$ cat src/pci_pkg.sv
// Shared constants and types of the calibration, averaging and interrupt register bank.
`default_nettype none

package pci_pkg;

    // Register offsets.
    localparam logic [7:0] PCI_OFS_CALIB_CONFIG = 8'hD9;
    localparam logic [7:0] PCI_OFS_CALIB_STATUS = 8'hDC;
    localparam logic [7:0] PCI_OFS_INT_ENABLE   = 8'hDD;

    // Field positions of calibration_config.
    localparam int PCI_CFG_TARGET_LSB = 5;
    localparam int PCI_CFG_TARGET_MSB = 7;
    localparam int PCI_CFG_RSVD_BIT   = 4;
    localparam int PCI_CFG_AVG_LSB    = 0;
    localparam int PCI_CFG_AVG_MSB    = 2;

    // Field positions of calibration_status and interrupt_enable.
    localparam int PCI_STAT_DONE_BIT = 0;
    localparam int PCI_IEN_ASAT_BIT  = 7;
    localparam int PCI_IEN_PSAT_BIT  = 6;
    localparam int PCI_IEN_PROX_BIT  = 5;
    localparam int PCI_IEN_ALS_BIT   = 4;
    localparam int PCI_IEN_CAL_BIT   = 3;

    // Reset values.
    localparam logic [2:0] PCI_RST_TARGET = 3'h2;
    localparam logic       PCI_RST_RSVD   = 1'h1;
    localparam logic [2:0] PCI_RST_AVG    = 3'h0;
    localparam logic       PCI_RST_DONE   = 1'h0;
    localparam logic [4:0] PCI_RST_IEN    = 5'h00;

    // Data path widths.
    localparam int PCI_ADC_W = 10;
    localparam int PCI_OFS_W = 8;
    localparam int PCI_ACC_W = 17;

    // Offset search states, Gray coded along the search loop.
    typedef enum logic [1:0]
    {
        PCI_CAL_IDLE   = 2'h0,
        PCI_CAL_TRIAL  = 2'h1,
        PCI_CAL_WAIT   = 2'h3,
        PCI_CAL_FINISH = 2'h2
    } pci_cal_state_t;

    // Mask of ADC bits that count during search and zero detection.
    function automatic logic [PCI_ADC_W-1:0] pci_target_mask(input logic [2:0] code);
        logic [PCI_ADC_W-1:0] target;
        target = 10'((10'h001 << code) - 10'h001);
        return ~{target[7:0], 2'h3};
    endfunction

endpackage

`default_nettype wire

$ cat src/pci_offset_search.sv
// Binary search of the proximity offset against the masked ADC target.
`default_nettype none

module pci_offset_search
(
    // Clock and reset
    input  wire logic                           sys_clk,
    input  wire logic                           resetn,
    // Control
    input  wire logic                           start,
    input  wire logic                           stop,
    input  wire logic [2:0]                     target_code,
    // ADC handshake
    output logic                                adc_req,
    input  wire logic                           adc_valid,
    input  wire logic [pci_pkg::PCI_ADC_W-1:0]  adc_data,
    // Results
    output logic [pci_pkg::PCI_OFS_W-1:0]       trial_offset,
    output logic [pci_pkg::PCI_OFS_W-1:0]       offset_result,
    output logic                                busy,
    output logic                                done
);
    import pci_pkg::*;

    pci_cal_state_t            state_q, state_d;
    logic [PCI_OFS_W-1:0]      trial_q, trial_d;
    logic [PCI_OFS_W-1:0]      bit_q, bit_d;
    logic [PCI_OFS_W-1:0]      result_q, result_d;
    logic [PCI_ADC_W-1:0]      mask_q, mask_d;
    logic                      req_q, req_d;
    logic                      done_q, done_d;
    logic                      busy_q, busy_d;

    always_comb
    begin
        state_d  = state_q;
        trial_d  = trial_q;
        bit_d    = bit_q;
        result_d = result_q;
        mask_d   = mask_q;
        req_d    = 1'b0;
        done_d   = 1'b0;
        case (state_q)
            PCI_CAL_IDLE:
            begin
                if (start)
                begin
                    // The mask is frozen for the whole search.
                    mask_d  = pci_target_mask(target_code);
                    bit_d   = 8'h80;
                    trial_d = 8'h80;
                    state_d = PCI_CAL_TRIAL;
                end
            end
            PCI_CAL_TRIAL:
            begin
                req_d   = 1'b1;
                state_d = PCI_CAL_WAIT;
            end
            PCI_CAL_WAIT:
            begin
                if (adc_valid)
                begin
                    // A positive masked value means the offset is still too small.
                    if ((adc_data & mask_q) == 10'h000)
                    begin
                        trial_d = trial_q & ~bit_q;
                    end
                    if (bit_q == 8'h01)
                    begin
                        state_d = PCI_CAL_FINISH;
                    end
                    else
                    begin
                        bit_d   = bit_q >> 1;
                        state_d = PCI_CAL_TRIAL;
                    end
                end
            end
            PCI_CAL_FINISH:
            begin
                result_d = trial_q;
                done_d   = 1'b1;
                state_d  = PCI_CAL_IDLE;
            end
            default:
            begin
                state_d = PCI_CAL_IDLE;
            end
        endcase
        if (state_q == PCI_CAL_TRIAL && trial_d == trial_q && bit_q != 8'h80)
        begin
            trial_d = trial_q;
        end
        if (state_q == PCI_CAL_WAIT && adc_valid && bit_q != 8'h01)
        begin
            trial_d = trial_d | (bit_q >> 1);
        end
        if (stop && state_q != PCI_CAL_IDLE)
        begin
            // Abort keeps the previous result and reports nothing.
            state_d  = PCI_CAL_IDLE;
            result_d = result_q;
            done_d   = 1'b0;
            req_d    = 1'b0;
        end
        // Busy is registered so the top-level status comes straight from a flip-flop.
        busy_d = (state_d != PCI_CAL_IDLE);
    end

    always_ff @(posedge sys_clk or negedge resetn)
    begin
        if (!resetn)
        begin
            state_q  <= PCI_CAL_IDLE;
            trial_q  <= 8'h00;
            bit_q    <= 8'h00;
            result_q <= 8'h00;
            mask_q   <= 10'h000;
            req_q    <= 1'b0;
            done_q   <= 1'b0;
            busy_q   <= 1'b0;
        end
        else
        begin
            state_q  <= state_d;
            trial_q  <= trial_d;
            bit_q    <= bit_d;
            result_q <= result_d;
            mask_q   <= mask_d;
            req_q    <= req_d;
            done_q   <= done_d;
            busy_q   <= busy_d;
        end
    end

    assign adc_req       = req_q;
    assign trial_offset  = trial_q;
    assign offset_result = result_q;
    assign busy          = busy_q;
    assign done          = done_q;

endmodule

`default_nettype wire

$ cat src/pci_prox_average.sv
// Windowed averaging of proximity samples into the proximity result.
`default_nettype none

module pci_prox_average
(
    // Clock and reset
    input  wire logic                           sys_clk,
    input  wire logic                           resetn,
    // Configuration
    input  wire logic [2:0]                     avg_code,
    // Samples
    input  wire logic                           sample_valid,
    input  wire logic [pci_pkg::PCI_ADC_W-1:0]  sample_data,
    // Result
    output logic [pci_pkg::PCI_ADC_W-1:0]       result,
    output logic                                result_valid
);
    import pci_pkg::*;

    logic [PCI_ACC_W-1:0] acc_q, acc_d;
    logic [6:0]           cnt_q, cnt_d;
    logic [2:0]           code_q, code_d;
    logic [PCI_ADC_W-1:0] res_q, res_d;
    logic                 vld_q, vld_d;
    logic [PCI_ACC_W-1:0] sum;
    logic [6:0]           last;

    always_comb
    begin
        sum    = acc_q + PCI_ACC_W'(sample_data);
        last   = 7'((8'h01 << avg_code) - 8'h01);
        acc_d  = acc_q;
        cnt_d  = cnt_q;
        code_d = avg_code;
        res_d  = res_q;
        vld_d  = 1'b0;
        if (avg_code != code_q)
        begin
            // A new window size starts a fresh window, a mixed one would be meaningless.
            acc_d = '0;
            cnt_d = 7'h00;
        end
        else if (sample_valid)
        begin
            if (cnt_q == last)
            begin
                res_d = PCI_ADC_W'(sum >> avg_code);
                vld_d = 1'b1;
                acc_d = '0;
                cnt_d = 7'h00;
            end
            else
            begin
                acc_d = sum;
                cnt_d = 7'(cnt_q + 7'h01);
            end
        end
    end

    always_ff @(posedge sys_clk or negedge resetn)
    begin
        if (!resetn)
        begin
            acc_q  <= '0;
            cnt_q  <= 7'h00;
            code_q <= PCI_RST_AVG;
            res_q  <= 10'h000;
            vld_q  <= 1'b0;
        end
        else
        begin
            acc_q  <= acc_d;
            cnt_q  <= cnt_d;
            code_q <= code_d;
            res_q  <= res_d;
            vld_q  <= vld_d;
        end
    end

    assign result       = res_q;
    assign result_valid = vld_q;

endmodule

`default_nettype wire

$ cat src/pci_regs.sv
// Calibration, averaging and interrupt enable registers with their engines.
//
// Function
// - Target code n selects ADC target two to the n minus one.
// - Target is scaled by four; lowest two ADC bits always ignored.
// - ADC values are ANDed with the target mask before the zero test.
// - Proximity result updates only at the end of each fixed window.
// - Averaging code 0 disables; codes 1 to 7 give 2 to 128 samples.
// - Calibration done bit sets on finish, clears on host write of one.
// - Calibration done raises interrupt only while its enable is set.
// - Enable bit 7 enables ambient saturation interrupt, resets to zero.
// - Enable bit 6 enables proximity saturation interrupt, resets to zero.
// - Enable bit 5 enables proximity threshold interrupt, resets to zero.
// - Enable bit 4 enables ambient threshold interrupt, resets to zero.
// - Enable bit 3 enables calibration done interrupt, resets to zero.
// - Calibration start stores search result in offset, then flags done.
`default_nettype none

module pci_regs
(
    // Clock and reset
    input  wire logic                           sys_clk,
    input  wire logic                           resetn,
    // Register port
    input  wire logic [7:0]                     reg_addr,
    input  wire logic                           reg_wr,
    input  wire logic                           reg_rd,
    input  wire logic [7:0]                     reg_wdata,
    output logic [7:0]                          reg_rdata,
    // Calibration control
    input  wire logic                           calib_start,
    input  wire logic                           calib_stop,
    output logic                                calib_busy,
    // Offset search ADC handshake
    output logic                                adc_req,
    input  wire logic                           adc_valid,
    input  wire logic [pci_pkg::PCI_ADC_W-1:0]  adc_data,
    output logic [pci_pkg::PCI_OFS_W-1:0]       trial_offset,
    output logic [pci_pkg::PCI_OFS_W-1:0]       proximity_offset,
    // Proximity samples and result
    input  wire logic                           prox_valid,
    input  wire logic [pci_pkg::PCI_ADC_W-1:0]  prox_data,
    output logic [pci_pkg::PCI_ADC_W-1:0]       proximity_result,
    output logic                                proximity_result_valid,
    // Other interrupt sources
    input  wire logic                           asat_flag,
    input  wire logic                           psat_flag,
    input  wire logic                           prox_flag,
    input  wire logic                           als_flag,
    // Interrupt
    output logic                                irq
);
    import pci_pkg::*;

    ////////////////////////////////////////////////////////////////////////////////
    // Register state.

    logic [2:0] target_q, target_d;
    logic       rsvd_q, rsvd_d;
    logic [2:0] avg_q, avg_d;
    logic       done_flag_q, done_flag_d;
    logic [4:0] ien_q, ien_d;
    logic [7:0] rdata_q, rdata_d;
    logic       irq_q, irq_d;

    logic       wr_cfg;
    logic       wr_stat;
    logic       wr_ien;
    logic       cal_done;
    logic       cal_busy;
    logic [7:0] rd_mux;

    assign wr_cfg  = reg_wr && (reg_addr == PCI_OFS_CALIB_CONFIG);
    assign wr_stat = reg_wr && (reg_addr == PCI_OFS_CALIB_STATUS);
    assign wr_ien  = reg_wr && (reg_addr == PCI_OFS_INT_ENABLE);

    ////////////////////////////////////////////////////////////////////////////////
    // Engines.

    pci_offset_search u_search
    (
        .sys_clk       (sys_clk),
        .resetn        (resetn),
        .start         (calib_start),
        .stop          (calib_stop),
        .target_code   (target_q),
        .adc_req       (adc_req),
        .adc_valid     (adc_valid),
        .adc_data      (adc_data),
        .trial_offset  (trial_offset),
        .offset_result (proximity_offset),
        .busy          (cal_busy),
        .done          (cal_done)
    );

    pci_prox_average u_average
    (
        .sys_clk      (sys_clk),
        .resetn       (resetn),
        .avg_code     (avg_q),
        .sample_valid (prox_valid),
        .sample_data  (prox_data),
        .result       (proximity_result),
        .result_valid (proximity_result_valid)
    );

    ////////////////////////////////////////////////////////////////////////////////
    // Register writes, status flag and interrupt.

    always_comb
    begin
        target_d    = target_q;
        rsvd_d      = rsvd_q;
        avg_d       = avg_q;
        ien_d       = ien_q;
        done_flag_d = done_flag_q;
        if (wr_cfg)
        begin
            target_d = reg_wdata[PCI_CFG_TARGET_MSB:PCI_CFG_TARGET_LSB];
            rsvd_d   = reg_wdata[PCI_CFG_RSVD_BIT];
            avg_d    = reg_wdata[PCI_CFG_AVG_MSB:PCI_CFG_AVG_LSB];
        end
        if (wr_ien)
        begin
            ien_d = reg_wdata[PCI_IEN_ASAT_BIT:PCI_IEN_CAL_BIT];
        end
        if (wr_stat && reg_wdata[PCI_STAT_DONE_BIT])
        begin
            done_flag_d = 1'b0;
        end
        // A finish in the same cycle as the clear must not be lost.
        if (cal_done)
        begin
            done_flag_d = 1'b1;
        end
        // The output follows the flags a cycle later, so it stays up only while an enabled flag is set.
        irq_d = (done_flag_q && ien_q[PCI_IEN_CAL_BIT-3])
              | (als_flag    && ien_q[PCI_IEN_ALS_BIT-3])
              | (prox_flag   && ien_q[PCI_IEN_PROX_BIT-3])
              | (psat_flag   && ien_q[PCI_IEN_PSAT_BIT-3])
              | (asat_flag   && ien_q[PCI_IEN_ASAT_BIT-3]);
    end

    ////////////////////////////////////////////////////////////////////////////////
    // Read data, registered one cycle after the read strobe.

    always_comb
    begin
        case (reg_addr)
            PCI_OFS_CALIB_CONFIG: rd_mux = {target_q, rsvd_q, 1'b0, avg_q};
            PCI_OFS_CALIB_STATUS: rd_mux = {7'h00, done_flag_q};
            PCI_OFS_INT_ENABLE:   rd_mux = {ien_q, 3'h0};
            default:              rd_mux = 8'h00;
        endcase
        rdata_d = reg_rd ? rd_mux : rdata_q;
    end

    always_ff @(posedge sys_clk or negedge resetn)
    begin
        if (!resetn)
        begin
            target_q    <= PCI_RST_TARGET;
            rsvd_q      <= PCI_RST_RSVD;
            avg_q       <= PCI_RST_AVG;
            ien_q       <= PCI_RST_IEN;
            done_flag_q <= PCI_RST_DONE;
            rdata_q     <= 8'h00;
            irq_q       <= 1'b0;
        end
        else
        begin
            target_q    <= target_d;
            rsvd_q      <= rsvd_d;
            avg_q       <= avg_d;
            ien_q       <= ien_d;
            done_flag_q <= done_flag_d;
            rdata_q     <= rdata_d;
            irq_q       <= irq_d;
        end
    end

    assign reg_rdata  = rdata_q;
    assign irq        = irq_q;
    assign calib_busy = cal_busy;

endmodule

`default_nettype wire

$ cat config.mk
export PLATFORM = sky130hd
export DESIGN_NAME = pci_regs
export DESIGN_NICKNAME = d
export VERILOG_FILES = /design/src/pci_pkg.sv /design/src/pci_offset_search.sv /design/src/pci_prox_average.sv /design/src/pci_regs.sv
export SDC_FILE = /design/constraint.sdc
export NUM_CORES = 1
export LEC_CHECK = 0
export BUFFER_PORTS_ARGS = -buffer_cell sky130_fd_sc_hd__buf_2
export CAP_MARGIN = 30
export CELL_PAD_IN_SITES_DETAIL_PLACEMENT = 0
export CELL_PAD_IN_SITES_GLOBAL_PLACEMENT = 1
export CORE_MARGIN = 3
export CORE_UTILIZATION = 40
export CTS_BUF_LIST = sky130_fd_sc_hd__clkbuf_2 sky130_fd_sc_hd__clkbuf_4 sky130_fd_sc_hd__clkbuf_8
export CTS_CLUSTER_DIAMETER = 120
export DETAILED_ROUTE_END_ITERATION = 8
export PLACE_DENSITY = 0.82
export SETUP_SLACK_MARGIN = 0.1
export SYNTH_ARGS = -nofsm -noshare
export SYNTH_HDL_FRONTEND = slang
export SYNTH_SLANG_ARGS = --single-unit
$ cat constraint.sdc
create_clock -name sys_clk -period 6.4 [get_ports sys_clk]
set_clock_uncertainty 0.1 [all_clocks]
set_input_delay 0 -clock sys_clk [delete_from_list [all_inputs] [get_ports sys_clk]]
set_output_delay 0 -clock sys_clk [all_outputs]
set_load 0.03 [all_outputs]
==> metrics, run 1 <==
CP bufs+invs=1; Max VDD drop=0.2080 mV; Max Slew Vio Count=0; fmax=317.2 MHz; Max H-tree Level=3; slowest CP cell=mux4_2; initial antenna violation count=0; top cell type's share of synthesized area=0.4226; Reg2Reg Launch Point=u_average.acc_q[0]; synthesized cell area=5625 um^2; via count=4792; max_cap viols=0; Vias/cell=5.631; placed cell areas=6185 um^2; Post-CTS Setup Bufs=0; EDFF count, synth=0; RSZ-0062 raised after global routing=false; routed wire length=13550 um; DRC=0; Routed Antenna Nets=0; post-cts sizing count=0; Yosys Warn Count=0; mean routed wirelength per cell=15.93 um; post-synthesis cell type count=70; Hold Crit Class=input pin to flop; Worst Path Required=6540 ps; final hold violations=0; die extent in y=124.6 um; reg2reg setup slack=3250 ps; n_diodes=0; most frequent cell on the critical path=a21oi_1; pre-CTS setup slack=3272 ps; Die Span X=124.6 um; Post-synth top flop=dfrtp_1; final global-route overflow total=0; count of input and output buffers=83; die area=15520 um^2; final setup fails=0; CTS tree=done; Worst Path Max Fanout=6; leakage=0.003044 uW; Max transition margin=0.3912; Core Rows=42; Core Area=13510 um^2; vias in the first global route=4806; Clock Sinks=97; Tot GR Track Use=0.1787; Worst path max stage delay=520 ps; sequential-to-total area share from yosys stat=0.4319; Bufs on Longest Clock Path=2; root buffer cell=clkbuf_8; Area growth syn-to-layout=17.30%; Seq cells post-synth=97; Mapped Cells=584; crit path kind=flop to flop; R2R cell count=11; Power Dens Cells=348.4 nW/um^2; syn avg cell area=9.633 um^2; share of post-route cells with drive strength above 1=0.2193; Critical R2R Capture=u_average.result[4]; post-synthesis net count=649; IO Count=86; actual slew at the worst max-slew pin=913.2 ps; Area contributors post-synth=dfrtp_1 42%, mux2_2 5.0%, a22o_1 4.5%, nand2_1 4.4%, o21ai_0 4.2%; placed wire-length estimate=9625 um; outcome=complete, no violations; Final Non-Filler Cells=851; initial DRC count=309; clk slew on worst S/H paths=90 ps; Nets=736; startpoint types=flop; RePlAce Congestion=0.8608; hold depth=3; maximum number of pins on one net before global-route repair=50; hold_buf cts=22; crit path capture type=flop; Final Cell Area=6599 um^2; Initial Utilization=0.4165; fin crit share=0.4926; number of CTS-inserted buffers=9; Hold Path End=u_search.trial_offset[3]; first-pass GRT wire length=23490 um; final core utilization=0.4886; Final min period=3153 ps; Worst Setup SP=u_average.acc_q[0]; crit path cell chain=ha_1 -> inv_1 -> fa_1 -> nand2b_1 -> a21oi_1 -> o2111ai_2 -> nand2_1 -> xor2_1 -> mux4_2 -> mux2i_1 -> a21oi_1; largest area contributor in the synthesized netlist=dfrtp_1; Worst-Skew Late Latency=380 ps; DRT Pass-1 Iters=5; Worst Path Arrival=3290 ps; hold_sp=adc_valid; setup ws final=3247 ps; Cells after DPL=814; Async SR Flop Fraction=1.000; delay-heaviest family, CP=compound AO/OA/AOI/OAI gates; TNS Setup=0 ps
==> cells in the mapped netlist (3+ instances only) <==
library cell and number:
a22oi_1 5, dfrtp_1 95, mux2_2 25, o21ai_0 47
and2_1 5, nor3_1 6, nand2b_1 8, nor2b_1 3
nand4_1 5, o31ai_1 8, nand2_1 66, xor2_1 10
buf_2 5, o2111ai_1 3, ha_1 16, inv_1 22
clkbuf_1 28, xnor2_1 12, mux4_2 4, nor3b_1 3
o22ai_1 7, a21boi_0 4, a22o_1 29, nand3_1 11
or3_1 3, mux2i_1 9, a211oi_1 7, nor2_1 42
and3_1 6, a21oi_1 28, o211ai_1 4, a31oi_1 3
o2bb2ai_1 3, a21o_1 6
==> power breakdown <==
group	switching [uW]	internal (uW)	total, uW	leakage [uW]
Clock	220	189	408	0.0000981
Sequential	91.3	737	828	0.00127
Combinational	642	421	1060	0.00168
Total	953	1350	2300	0.00304
==> worst max-delay path by stage <==
| stage | to | depth (start not counted) |
|---|---|---|
| 6_report | u_average.result[4] | 11 |
| 3_5_place_dp | u_average.result[4] | 11 |
| 4_1_cts | u_average.result[4] | 11 |
| 2_1_floorplan | u_average.result[4] | 11 |
| 3_3_place_gp | u_average.acc_q[15] | 5 |
| 5_1_grt | u_average.acc_q[12] | 8 |
==> state kept, by name, indices dropped and copies added, names as in the netlist, 7 cells and up <==
register	cells
u_average.acc_q	17
u_average.result	10
reg_rdata	8
u_search.bit_q	8
u_search.mask_q	8
u_search.offset_result	8
u_search.trial_offset	8
u_average.cnt_q	7
==> stage by stage <==
step	power [uW]	hold WS (ps)
2_1_floorplan	1612	-395.6
3_3_place_gp	1855	-52.21
3_5_place_dp	1884	-39.70
4_1_cts	2319	20.90
5_1_grt	2469	55.52
6_report	2299	43.01
==> per-layer routing <==
metal | vias to the layer above | share of wire | global-route usage
li1 | 2300 | - | -
met1 | 2334 | 0.46 | 0.2360
met2 | 137 | 0.47 | 0.2933
met3 | 21 | 0.048 | 0.03945
met4 | 0 | 0.018 | 0.05545
met5 | - | 0 | 0
==> layout make-up <==
type,count,area [um^2]
sequential,97,2430
tap,176,220.2
inverter,23,86.33
multi-input combinational,429,2978
clock inverter,5,56.30
fill,1215,6907
timing repair buffer,111,690.7
clock buffer,10,137.6
==> worst min-delay path, stage by stage <==
cell and delay [ps]:
buf_2 210, a22o_1 170, a22o_1 110
==> cell families (layout without fill, tap and decap cells) <==
group / count (synthesis) / count (layout) / synth area share
compound gates: 180 / 180 / 0.2284
simple gates: 172 / 172 / 0.1444
flops: 97 / 97 / 0.4319
buf+inv: 58 / 149 / 0.03981
mux: 38 / 38 / 0.08207
xor+xnor: 22 / 22 / 0.03425
fa+ha+maj: 17 / 17 / 0.03915
==> cell usage in the layout, fill, tap and decap left out, drive strengths merged, types with 3 or more instances in the layout <==
cell and n:
and2 7, nand4 5, o31ai 9, o211ai 4, clkbuf 10, xnor2 12, clkinv 4, dfrtp 95
o21ai 48, nand2b 8, nor3b 3, ha 16, a21oi 30, nor2b 3, nor3 6, o2111ai 4
o22ai 7, a211oi 8, a22o 29, buf 89, mux2 25, dlygate4sd3 22, o2bb2ai 3, a21o 6
a22oi 5, a21boi 4, nand3 12, nor2 42, a31oi 4, nand2 66, or3 3, and3 6
xor2 10, inv 22, mux4 4, mux2i 9
No activity file was read; power rests on OpenSTA's default activity.
==> run 2, diff against run 1 <==
clock period = 3.05 ns   (was 6.4 ns; I/O delays follow)
==> run 2 against run 1 <==
Compared with the run above: first-iteration DRC count rose by 20%; critical path depth fell by 2; utilization rose by 0.74 points; total power rose by 110%; sequential share of layout area fell by 0.55 points; non-clock buffer count rose by 8; via count fell by 1.2%; hold slack improved by 5.1 ps; register-to-register slack got worse by 3000 ps.
==> metrics, run 2 (synthesis gave the netlist of run 1 again) <==
Initial Utilization=0.4165; via count=4736; Max transition margin=0.4982; Nets=744; Routed Antenna Nets=0; startpoint types=flop; Worst-Skew Late Latency=390 ps; clk slew on worst S/H paths=100 ps; max reg flops=17; routed wire length=14060 um; n_diodes=0; final setup fails=0; outcome=complete, no violations; Worst Path Max Fanout=4; fillers=1234; Comb pwr share=0.485; Core Rows=42; initial DRC count=372; leakage=0.003101 uW; Switching Fraction=0.4302; Clock power frac=0.162; share of post-route cells with drive strength above 1=0.2442; Hold Crit Class=input pin to flop; Max VDD drop=0.3944 mV; Core Area=13510 um^2; count of input and output buffers=83; Tot GR Track Use=0.1836; Area growth syn-to-layout=19.08%; TNS Setup=0 ps; final global-route overflow total=0; Vias/cell=5.507; largest register by flop count=u_average.acc_q; pre-CTS setup slack=171.0 ps; final hold violations=0; DRT Pass-1 Iters=5; max_cap viols=0; final core utilization=0.4960; RSZ-0062 raised after global routing=false; mean routed wirelength per cell=16.35 um; actual slew at the worst max-slew pin=752.6 ps; Max Slew Vio Count=0; crit path kind=flop to flop; Max H-tree Level=3; DRC=0; setup ws final=250.2 ps; number of CTS-inserted buffers=9; first-pass GRT wire length=23830 um; commonest cells after routing, fill and taps aside=95 x dfrtp_1, 82 x buf_2, 65 x nand2_1; Worst Path Arrival=2970 ps; maximum number of pins on one net before global-route repair=59; switching pwr=2115 uW; Tot Pwr=4917 uW; die area=15520 um^2; Pint=2802 uW; die extent in y=124.6 um; Die Span X=124.6 um; share of power burned in registers=0.353; placed wire-length estimate=9872 um; fmax=357.2 MHz; crit path capture type=flop; root buffer cell=clkbuf_8; vias in the first global route=4822; fin crit share=0.9180; Bufs on Longest Clock Path=2; RePlAce Congestion=0.8628; CTS tree=done; leading cell type in the layout, fill and taps excluded=dfrtp_1; Clock Sinks=97; IO Count=86; Final Non-Filler Cells=860; Cells after DPL=822; Power Dens Cells=734.0 nW/um^2; Worst Path Required=3220 ps; initial antenna violation count=0; Final min period=2800 ps
==> run 2: stage by stage <==
stage,area [um^2],hold slack (ps)
final,6699,48.15
after detailed placement,6237,19.01
after global placement,6237,10.93
after floorplan,5625,-395.6
after global routing,6699,56.45
after CTS,6623,22.87
==> run 2: critical path, cell delays in order (launching register included) <==
cell	delay, ps
dfrtp_1	400
ha_1	360
and2_4	190
a221oi_4	310
a21oi_2	160
o31ai_4	310
xnor2_1	140
mux4_2	500
mux2i_1	140
a21oi_1	80
==> run 2: worst paths after layout <==
path,from,to,slack (ps),cells past startpoint
setup reg to reg,u_average.acc_q[4],u_average.result[4],250,9
hold / removal,adc_valid,u_search.trial_offset[6],50,4
min in group asynchronous,resetn,u_average.acc_q[4],110,2
setup / recovery,u_average.acc_q[4],u_average.result[4],250,9
hold reg to reg,u_search.done,done_flag_q,340,1
max in group asynchronous,resetn,u_search.offset_result[6],1940,3
==> run 2: power by group through the flow <==
stage / Clock [uW] / Sequential, uW / Combinational [uW]
5_1_grt: 875 / 1780 / 2610
2_1_floorplan: 0 / 1920 / 1460
4_1_cts: 821 / 1730 / 2300
3_3_place_gp: 0 / 1750 / 2200
3_5_place_dp: 0 / 1760 / 2260
6_report: 797 / 1740 / 2380
==> run 2: final cells by class <==
cell class / instances / area, um^2 / area share
clock inverter: 7 / 51.30 / 0.007658
multi-input combinational: 429 / 3047 / 0.4548
clock buffer: 9 / 123.9 / 0.01849
tap: 176 / 220.2 / 0.03287
timing repair buffer: 119 / 740.7 / 0.1106
inverter: 23 / 86.33 / 0.01289
sequential: 97 / 2430 / 0.3627
==> run 2: what timing repair did <==
action	4_1_cts	5_1_grt
gates resized for setup	0	12
hold endpoints to repair	82	0
buffers inserted	0	1
setup endpoints to repair	0	9
hold buffers	21	0
==> run 2: layer usage <==
metal / vias to the layer above / GRT usage / wire [um]
met5: - / 0 / 0
met4: 0 / 0.04836 / 187
met3: 18 / 0.05017 / 677
met2: 102 / 0.3041 / 6894
met1: 2302 / 0.2377 / 6302
li1: 2314 / - / -
==> run 3, diff against run 2 <==
==> constraint.sdc (replaced) <==
create_clock -name sys_clk -period 3.05 [get_ports sys_clk]
set_clock_uncertainty 0.1 [all_clocks]
set_input_delay 0.4575 -clock sys_clk [delete_from_list [all_inputs] [get_ports sys_clk]]
set_output_delay 0.4575 -clock sys_clk [all_outputs]
set_load 0.03 [all_outputs]
==> run 3 against run 2 <==
Compared with the run above: sequential cell count unchanged; via count down 0.70%; wire length down 4.5%; sequential share of layout area up 0.98 points; cell area down 2.6%; highest routed layer unchanged; utilization down 1.3 points; first-iteration DRC count down 38%.
==> metrics, run 3 (synthesis gave the netlist of run 1 again) <==
reg2reg setup slack=230 ps; initial antenna violation count=0; Worst Path Required=3210 ps; Power Dens Cells=752.0 nW/um^2; Max VDD drop=0.3344 mV; Nets=727; final hold violations=0; Bufs on Longest Clock Path=2; Tot GR Track Use=0.1791; crit path kind=flop to flop; Core Area=13510 um^2; Worst-Skew Late Latency=380 ps; fillers=1256; fmax=354.7 MHz; Critical R2R Capture=u_average.result[4]; Routed Antenna Nets=0; Die Span X=124.6 um; Reg2Reg Launch Point=u_average.acc_q[0]; DRC=0; Max Slew Vio Count=0; CTS tree=done; die extent in y=124.6 um; Max H-tree Level=3; mean routed wirelength per cell=15.93 um; TNS Setup=0 ps; setup ws final=230.9 ps; Max transition margin=0.5588; initial DRC count=232; final global-route overflow total=0; RSZ-0062 raised after global routing=true; startpoint types=flop; count of input and output buffers=83; hold_buf cts=0; Worst Path Max Fanout=6; routed wire length=13430 um; n_diodes=0; leakage=0.003041 uW; DRT Pass-1 Iters=5; max reg flops=17; root buffer cell=clkbuf_8; maximum number of pins on one net before global-route repair=52; crit path capture type=flop; leading cell type in the layout, fill and taps excluded=dfrtp_1; commonest cells after routing, fill and taps aside=95 x dfrtp_1, 82 x buf_2, 65 x nand2_1; Worst Path Arrival=2980 ps; Initial Utilization=0.4165; max_cap viols=0; final hold slack=1.833 ps; IO Count=86; Final min period=2819 ps; final setup fails=0; first-pass GRT wire length=23270 um; number of CTS-inserted buffers=9; final core utilization=0.4830; vias in the first global route=4846; RePlAce Congestion=0.8946; fin crit share=0.9243; Area growth syn-to-layout=15.95%; Vias/cell=5.579; clk slew on worst S/H paths=90 ps; outcome=complete, no violations; R2R cell count=11; Core Rows=42; via count=4703; die area=15520 um^2; Clock Sinks=97; actual slew at the worst max-slew pin=661.7 ps; pre-CTS setup slack=17.52 ps; share of post-route cells with drive strength above 1=0.2519; Hold Crit Class=input pin to asynchronous set/reset pin; largest register by flop count=u_average.acc_q; placed wire-length estimate=9846 um
==> run 3: changes by cell type in the layout (fill, tap and decap cells not counted), sizes merged <==
| cell | delta |
|---|---|
| clkbuf | +4 |
| clkinv | +1 |
| dlygate4sd3 | -21 |
| buf | +4 |
| inv | -3 |
| clkinvlp | -2 |
==> run 3: power breakdown <==
| group | switching, uW | leakage, uW | internal, uW | total (uW) |
|---|---|---|---|---|
| Combinational | 1390 | 0.00167 | 935 | 2330 |
| Sequential | 189 | 0.00127 | 1550 | 1740 |
| Clock | 454 | 0.000106 | 388 | 841 |
| Total | 2040 | 0.00304 | 2870 | 4900 |
==> run 3: how the worst max path moves through the flow <==
stage / startpoint / endpoint / depth (start not counted)
2_1_floorplan: prox_data[0] / u_average.result[4] / 11
3_3_place_gp: prox_data[0] / u_average.result[4] / 12
3_5_place_dp: prox_data[0] / u_average.result[4] / 12
4_1_cts: u_average.acc_q[0] / u_average.result[4] / 11
5_1_grt: u_average.acc_q[0] / u_average.result[4] / 11
6_report: u_average.acc_q[0] / u_average.result[4] / 11
==> run 3: worst max-delay path, cell delays in order (launching register included) <==
cell	delay (ps)
dfrtp_1	360
ha_1	170
inv_1	50
fa_1	400
nand2b_1	200
a21oi_2	220
o2111ai_4	230
nand2_2	130
xor2_1	80
mux4_2	540
mux2i_1	150
a21oi_1	80
==> run 3: layout make-up <==
class / instances / area (um^2) / share of cell area
Timing Repair Buffer: 102 / 560.5 / 0.08594
Sequential cell: 97 / 2430 / 0.3725
Clock buffer: 13 / 178.9 / 0.02743
Clock inverter: 3 / 22.52 / 0.003453
Inverter: 23 / 86.33 / 0.01324
Multi-Input combinational cell: 429 / 3024 / 0.4636
Tap cell: 176 / 220.2 / 0.03376
==> run 3: timing repair <==
action | 4_1_cts | 5_1_grt
setup endpoints to repair | 0 | 8
hold endpoints to repair | 0 | 0
resized for setup | 0 | 7
buffers inserted | 0 | 0
==> run 3: through the flow <==
| stage | area (um^2) | std cells | total power [uW] |
|---|---|---|---|
| after global routing | 6523 | 843 | 5284 |
| after floorplan | 5625 | 584 | 3382 |
| after CTS | 6476 | 843 | 4893 |
| after detailed placement | 6275 | 827 | 4034 |
| final | 6523 | 843 | 4905 |
| after global placement | 6275 | 827 | 3967 |
==> run 3: layer usage <==
layer	wire length (um)	global-route usage	share of wire
met1	5963	0.2241	0.44
met4	308	0.06512	0.023
met5	0	0	0
met2	6378	0.2933	0.47
met3	780	0.05403	0.058
